<file path="config.mk">
export PLATFORM = sky130hd
export DESIGN_NAME = operating_mode_register
export DESIGN_NICKNAME = d
export VERILOG_FILES = /design/src/opmode_pkg.sv /design/src/mode_write_policy.sv /design/src/operating_mode_register.sv
export VERILOG_INCLUDE_DIRS = /design/src
export SDC_FILE = /design/constraint.sdc
export NUM_CORES = 1
export LEC_CHECK = 0
export BUFFER_PORTS_ARGS = -buffer_cell sky130_fd_sc_hd__buf_2
export CORE_MARGIN = 3
export CORE_UTILIZATION = 35
export DETAILED_ROUTE_END_ITERATION = 12
export GPL_ROUTABILITY_DRIVEN = 0
export GPL_TIMING_DRIVEN = 0
export PLACE_DENSITY = 0.57
export SLEW_MARGIN = 25
export SYNTH_ARGS = -nofsm -noshare
export SYNTH_HDL_FRONTEND = slang
export SYNTH_SLANG_ARGS = --single-unit
</file>
<file path="constraint.sdc">
create_clock -name ref_clk -period 1.9 [get_ports ref_clk]
set_input_delay 0.38 -clock ref_clk [delete_from_list [all_inputs] [get_ports ref_clk]]
set_output_delay 0.38 -clock ref_clk [all_outputs]
set_load 0.005 [all_outputs]
</file>
<file path="src/opmode_regs.svh">
// Purpose: Field positions, mode codes and timing counts of the
//          operating mode register.
// Assumes: 8-bit register, mode code in bits 7:5.
// Notes:   Definitions only.
`ifndef OPMODE_REGS_SVH
`define OPMODE_REGS_SVH

`define OPM_MODE_MSB        7
`define OPM_MODE_LSB        5
`define OPM_VIS_BIT         3
`define OPM_EMUL_K_BIT      1
`define OPM_EMUL_E_BIT      0

`define OPM_SPECIAL_SINGLE  3'h0
`define OPM_EMUL_NARROW     3'h1
`define OPM_SPECIAL_TEST    3'h2
`define OPM_EMUL_WIDE       3'h3
`define OPM_NORMAL_SINGLE   3'h4
`define OPM_NORMAL_NARROW   3'h5
`define OPM_PERIPHERAL      3'h6
`define OPM_NORMAL_WIDE     3'h7

`define OPM_RESET_VALUE     8'h00
`define OPM_STRAP_SETTLE    2'h2

`endif

</file>
<file path="src/opmode_pkg.sv">
// Purpose: Types shared by the operating mode register files.
// Assumes: Constants come from opmode_regs.svh.
// Notes:   Types only.
package opmode_pkg;

    typedef logic [2:0] mode_code_t;

    typedef enum logic [1:0] {
        BOOT_SETTLE,
        BOOT_LOAD,
        BOOT_RUN
    } boot_state_t;

    typedef struct packed {
        logic [2:0]  strap_meta;
        logic [2:0]  strap_sync;
        logic [1:0]  settle_cnt;
        boot_state_t boot;
        mode_code_t  mode;
        logic        vis;
        logic        emul_k;
        logic        emul_e;
        logic        mode_lock;
        logic        vis_lock;
        logic        emul_k_lock;
        logic [7:0]  rdata;
    } opmode_state_t;

endpackage

</file>
<file path="src/mode_write_policy.sv">
// Purpose: Decides which fields of one register write are accepted.
// Assumes: Current mode and lock flags come from the register owner.
// Notes:   Purely combinational.
`timescale 1ns/1ps
`include "opmode_regs.svh"

module mode_write_policy (
    input  wire logic                  wr_stb,
    input  wire logic [7:0]            wdata,
    input  wire opmode_pkg::mode_code_t mode,
    input  wire logic                  mode_lock,
    input  wire logic                  vis_lock,
    input  wire logic                  emul_k_lock,
    output logic                       mode_we,
    output opmode_pkg::mode_code_t     mode_new,
    output logic                       vis_we,
    output logic                       emul_k_we,
    output logic                       emul_e_we,
    output logic                       mode_lock_set,
    output logic                       vis_lock_set,
    output logic                       emul_k_lock_set
);

    function automatic logic is_special(input opmode_pkg::mode_code_t m);
        is_special = (m[2] == 1'b0) && (m[0] == 1'b0);
    endfunction

    function automatic logic is_normal(input opmode_pkg::mode_code_t m);
        is_normal = (m[2] == 1'b1) && (m != `OPM_PERIPHERAL);
    endfunction

    opmode_pkg::mode_code_t req;
    logic                   special_m;
    logic                   normal_m;

    always_comb begin
        req       = wdata[`OPM_MODE_MSB:`OPM_MODE_LSB];
        special_m = is_special(mode);
        normal_m  = is_normal(mode);
        mode_we       = 1'b0;
        mode_new      = mode;
        mode_lock_set = 1'b0;
        if (wr_stb && mode[0] == 1'b0 && mode != `OPM_PERIPHERAL) begin
            if (special_m) begin
                if (req != `OPM_PERIPHERAL) begin
                    mode_we  = 1'b1;
                    mode_new = req;
                end
            end else if (mode == `OPM_NORMAL_SINGLE && !mode_lock) begin
                // Top bit kept; only the expanded targets get through
                mode_lock_set = 1'b1;
                if (req[0] == 1'b1) begin
                    mode_we  = 1'b1;
                    mode_new = {1'b1, req[1:0]};
                end
            end
        end
        vis_we       = wr_stb && (special_m || (normal_m && !vis_lock));
        vis_lock_set = wr_stb && normal_m;
        emul_k_we       = wr_stb && (special_m ||
                                     (normal_m && !emul_k_lock));
        emul_k_lock_set = wr_stb && normal_m;
        emul_e_we       = wr_stb && special_m;
    end

endmodule

</file>
<file path="src/operating_mode_register.sv">
// Contract
// - Bits 7:5 hold the operating mode code.
// - Lowest mode bit set blocks mode writes.
// - Special modes rewrite mode freely, never peripheral.
// - Normal single chip: one write, expanded only.
// - Peripheral mode permits no mode writes.
// - Written changes appear one cycle after write.
// - Reset value follows the strapped mode.
// - Unmapped in expanded/peripheral; accesses echo externally.
// - Bit 3 drives internal visibility, mode-gated writes.
// - Bit 1 unmaps port K in expanded modes.
// - Port K mapped single chip, never peripheral.
// - Bit 0 unmaps port E; special-only writes.
// - Port E always mapped in single chip.
// - Special to normal single leaves one write.
//
// Purpose: Operating mode register with write gating and map steering.
// Assumes: mode_pins are static straps, sampled after reset release.
// Notes:   Accesses before cfg_ready are ignored.
`timescale 1ns/1ps
`include "opmode_regs.svh"

module operating_mode_register (
    input  wire logic       ref_clk,
    input  wire logic       rst_b,
    input  wire logic [2:0] mode_pins,
    input  wire logic       acc_sel,
    input  wire logic       acc_wr,
    input  wire logic [7:0] acc_wdata,
    output logic [7:0]      acc_rdata,
    output logic            acc_echo,
    output logic            cfg_ready,
    output logic [2:0]      mode_sel,
    output logic            internal_visibility,
    output logic            emulate_port_k,
    output logic            emulate_port_e,
    output logic            reg_mapped,
    output logic            port_k_regs_mapped,
    output logic            port_e_regs_mapped
);

    opmode_pkg::opmode_state_t st_reg;
    opmode_pkg::opmode_state_t st_next;

    logic                   running;
    logic                   single_chip;
    logic                   expanded;
    logic                   peripheral;
    logic                   wr_stb;
    logic                   rd_stb;
    logic                   mode_we;
    opmode_pkg::mode_code_t mode_new;
    logic                   vis_we;
    logic                   emul_k_we;
    logic                   emul_e_we;
    logic                   mode_lock_set;
    logic                   vis_lock_set;
    logic                   emul_k_lock_set;

    function automatic logic is_emulation(input opmode_pkg::mode_code_t m);
        is_emulation = (m[2] == 1'b0) && (m[0] == 1'b1);
    endfunction

    assign running     = (st_reg.boot == opmode_pkg::BOOT_RUN);
    assign single_chip = (st_reg.mode == `OPM_SPECIAL_SINGLE) ||
                         (st_reg.mode == `OPM_NORMAL_SINGLE);
    assign expanded    = st_reg.mode[0];
    assign peripheral  = (st_reg.mode == `OPM_PERIPHERAL);

    // Register drops out of the map; the access goes to the pins
    assign reg_mapped = running && !expanded && !peripheral;
    assign acc_echo   = acc_sel && running && !reg_mapped;
    assign wr_stb     = acc_sel && acc_wr && reg_mapped;
    assign rd_stb     = acc_sel && !acc_wr && reg_mapped;

    mode_write_policy u_policy (
        .wr_stb          (wr_stb),
        .wdata           (acc_wdata),
        .mode            (st_reg.mode),
        .mode_lock       (st_reg.mode_lock),
        .vis_lock        (st_reg.vis_lock),
        .emul_k_lock     (st_reg.emul_k_lock),
        .mode_we         (mode_we),
        .mode_new        (mode_new),
        .vis_we          (vis_we),
        .emul_k_we       (emul_k_we),
        .emul_e_we       (emul_e_we),
        .mode_lock_set   (mode_lock_set),
        .vis_lock_set    (vis_lock_set),
        .emul_k_lock_set (emul_k_lock_set)
    );

    always_comb begin
        st_next            = st_reg;
        st_next.strap_meta = mode_pins;
        st_next.strap_sync = st_reg.strap_meta;
        case (st_reg.boot)
            opmode_pkg::BOOT_SETTLE: begin
                // Straps pass the synchroniser before anything uses them
                if (st_reg.settle_cnt == `OPM_STRAP_SETTLE) begin
                    st_next.boot = opmode_pkg::BOOT_LOAD;
                end else begin
                    st_next.settle_cnt = st_reg.settle_cnt + 2'h1;
                end
            end
            opmode_pkg::BOOT_LOAD: begin
                st_next.mode = st_reg.strap_sync;
                st_next.vis  = is_emulation(st_reg.strap_sync) ||
                    (st_reg.strap_sync == `OPM_SPECIAL_TEST);
                st_next.emul_k = is_emulation(st_reg.strap_sync);
                st_next.emul_e = is_emulation(st_reg.strap_sync);
                st_next.boot = opmode_pkg::BOOT_RUN;
            end
            opmode_pkg::BOOT_RUN: begin
                // All fields update on the write edge, seen next cycle
                if (mode_we) begin
                    st_next.mode = mode_new;
                end
                if (vis_we) begin
                    st_next.vis = acc_wdata[`OPM_VIS_BIT];
                end
                if (emul_k_we) begin
                    st_next.emul_k = acc_wdata[`OPM_EMUL_K_BIT];
                end
                if (emul_e_we) begin
                    st_next.emul_e = acc_wdata[`OPM_EMUL_E_BIT];
                end
                // Locks are only ever set; reset is the sole release
                st_next.mode_lock = st_reg.mode_lock | mode_lock_set;
                st_next.vis_lock  = st_reg.vis_lock | vis_lock_set;
                st_next.emul_k_lock = st_reg.emul_k_lock |
                                      emul_k_lock_set;
                if (rd_stb) begin
                    st_next.rdata = {st_reg.mode, 1'b0, st_reg.vis,
                                     1'b0, st_reg.emul_k,
                                     st_reg.emul_e};
                end
            end
            default: begin
                st_next.boot = opmode_pkg::BOOT_SETTLE;
            end
        endcase
    end

    always_ff @(posedge ref_clk or negedge rst_b) begin
        if (!rst_b) begin
            st_reg <= '{strap_meta: 3'h0,
                        strap_sync: 3'h0,
                        settle_cnt: 2'h0,
                        boot:       opmode_pkg::BOOT_SETTLE,
                        mode:       3'h0,
                        vis:        1'b0,
                        emul_k:     1'b0,
                        emul_e:     1'b0,
                        mode_lock:  1'b0,
                        vis_lock:   1'b0,
                        emul_k_lock: 1'b0,
                        rdata:      `OPM_RESET_VALUE};
        end else begin
            st_reg <= st_next;
        end
    end

    assign acc_rdata           = st_reg.rdata;
    assign cfg_ready           = running;
    assign mode_sel            = st_reg.mode;
    assign internal_visibility = st_reg.vis;
    assign emulate_port_k      = st_reg.emul_k;
    assign emulate_port_e      = st_reg.emul_e;

    // Port K: fixed in single chip, special test and peripheral, bit 1 in expanded modes
    assign port_k_regs_mapped = running && !peripheral &&
        (single_chip || !(expanded && st_reg.emul_k));
    // Port E: single chip and special test always mapped, bit 0 in expanded and peripheral
    assign port_e_regs_mapped = running &&
        (single_chip ||
         !((expanded || peripheral) && st_reg.emul_e));

endmodule

</file>
==> summary.md <==
| Metric | Value |
|---|---|
| Slew @ Worst Pin | 575 ps |
| H-Tree Depth | 1 |
| Sequential cell area | 626 sq um |
| Multi-input gate area | 515 sq um |
| DIE WIDTH | 65.3 um |
| Max-Cap Viols | 0 |
| Vias in the first global route | 881 |
| Cell count after synthesis | 119 |
| DIE AREA | 4270 sq um |
| Worst Setup SP | st_reg[17] |
| Antenna violations before repair | 0 |
| Unrepaired setup endpoints after global routing | true |
| Crit end category | register |
| Synthesized cell area | 1230 sq um |
| Total CTS buffers | 3 |
| Clock root buffer | clkbuf_4 |
| Count of final hold-check violations | 0 |
| Post-synth ARST share | 100% |
| Drt first pass iters | 4 |
| Crit path largest cell delay | 460 ps |
| Filler cells | 340 |
| Post-synthesis adder-cell area fraction | 4.07% |
| Latest clock arrival within the worst-skew pair | 310 ps |
| Main flop type after synthesis | dfrtp_1 |
| Post-synthesis mux area share | 6.20% |
| Max VDD drop | 0.417 mV |
| Xor/xnor share of the synthesized area | 0.711% |
| Pwr dens | 822 nW/um^2 |
| Routed vias/inst | 4.63 |
| Vias | 930 |
| Initial core utilization | 38.4% |
| Syn_area_per_cell | 10.3 sq um |
| Clk_skew | 4.20 ps |
| NumNets Final | 177 |
| Dpl ws | -12.9 ps |
| IO Port Bufs | 29 |
| Routed Antenna Nets | 0 |
| EDFF count, synth | 0 |
| Worst Path Arrival | 2030 ps |
| Status | finished, final reports clean |
| Commonest non-fill, non-tap cell in the layout | buf_2 |
| Slowest cell on the critical path | or4_4 |
| CTS sink cnt | 25 |
| Pwr Total | 1.26 mW |
| Clock transition at the registers of the reported paths | 130 ps |
| Fin worst setup slack | 69.5 ps |
| Largest register FFs | 10 |
| R2r startpoint | st_reg[17] |
| FMAX | 546 MHz |
| Setup crit start kind | register |
| Final min period | 1830 ps |
| Largest net degree at the start of global routing | 26 |
| Yosys warns | 0 |
| DR iter-0 viols | 24 |
| Static leakage | 0.766 nW |
| Crit-path cells | inv_2 -> ha_4 -> nand2_1 -> or4_4 -> o21ai_2 -> mux2_1 |
| Routed wire per std cell | 11.9 um |
| Post-Synth Simple-Gate Area | 16.3% |
| CTS max path bufs | 2 |
| CTS tree | yes |
| Aggregate global-route resource usage | 11.8% |
| Area fraction in compound gates after synthesis | 11.8% |
| Core box area | 3200 sq um |
| Fin Hold WS | 48.3 ps |
| WS Path Type | register to register |
| Synth-to-layout area growth | 24.2% |
| Slew HR | 61.7% |
| Detailed Route WL | 2400 um |
| Cts hold-fix bufs | 0 |
| Share of cells above drive strength 1 | 38.9% |
| Setup tns final | 0 ps |
| Crit-path max FO | 7 |
| Antenna Cells | 0 |
| Final setup fails | 0 |
| Max-slew violations | 0 |
| Die height | 65.3 um |
| Largest family of logic cells by synthesized area | simple AND/OR/NAND/NOR gates |
| First-pass GRT wire length | 3910 um |
| GRT Residual Overflow | 0 |
| Tightest Hold Check Type | primary input to asynchronous set/reset pin |
| WP data required | 2100 ps |
| R2R depth | 6 |
| Number of synthesized register bits | 25 |
| Register area share after synthesis | 50.8% |
| DP Wirelength | 1840 um |
| Yosys cell types | 34 |
| Tcrit/Tclk final | 96.3% |
| DRC | 0 |
| Std cell rows | 20 |
| Most frequent cells in the layout | buf_2, dfrtp_1, buf_4 |
| Number of I/O pins | 34 |
final cells by class:
cell class                 instances  area share, %
sequential                        25           40.9
multi-input combinational         75           33.7
timing repair buffer              33           11.5
buffer                            13           6.87
tap                               44           3.60
clock buffer                       4           1.72
inverter                           7           1.72
metal layers:
layer | GRT usage (%) | wire [um] | share of wire [%] | vias up
met2 | 19.2 | 1090 | 45 | 21
met3 | 2.05 | 132 | 5.5 | 2
met1 | 15.5 | 1160 | 48 | 434
met5 | 0 | 0 | 0 | -
met4 | 4.66 | 20 | 0.83 | 0
li1 | - | - | - | 473
Yosys cell counts, types with 2 or more instances:
master    number  area share [%]
a21oi_1       10             4.1
a41oi_1        2             1.4
buf_4         12             7.3
dfrtp_1       25              51
ha_1           4             4.1
inv_1          7             2.1
mux2_1         2             1.8
mux2_2         3             2.7
mux2i_1        2             1.6
nand2_1       12             3.7
nand2b_1       6             3.0
nor2_1        10             3.0
o21ai_0        3             1.2
through the flow:
stage / util, % / instance area (sq um) / instances
after detailed placement: 44.8 / 1440 / 193
after global placement: 44.8 / 1440 / 193
after CTS: 46.2 / 1480 / 197
after floorplan: - / 1230 / 120
after global routing: 47.7 / 1530 / 201
final: 47.7 / 1530 / 201
what timing repair did:
item | 4_1_cts | 5_1_grt
setup endpoints to repair | 5 | 4
gates resized for setup | 6 | 3
hold endpoints to repair | 0 | 0
setup buffers | 0 | 4
worst max-delay path, delay by kind of cell (launching register included):
family	cells	cell delay, ps
fa+ha+maj	1	200
compound gates	1	140
simple gates	2	540
flops	1	430
mux	1	320
buf+inv	1	90
report_power, final:
group	internal [mW]	switching, mW
registers	0.621	0.0546
clock network	0.0818	0.147
logic	0.212	0.141
total	0.914	0.342
kinds of logic after synthesis:
kind of cell,after synthesis
AOI/OAI and AO/OA,23
xor gates and xnor gates,1
adders and majority gates,4
buffers and inverters,20
DFF,25
muxes,7
other,1
and+or+nand+nor,38
final timing paths:
check / slack [ps] / endpoint
worst max-delay path: 70 / internal_visibility
worst min-delay path: 50 / mode_sel[1]
worst max register to register: 70 / internal_visibility
worst min register to register: 370 / st_reg[23]
max in group asynchronous: 1470 / emulate_port_e
min in group ref_clk: 170 / st_next[22]
Power figures use the tool's default switching activity.
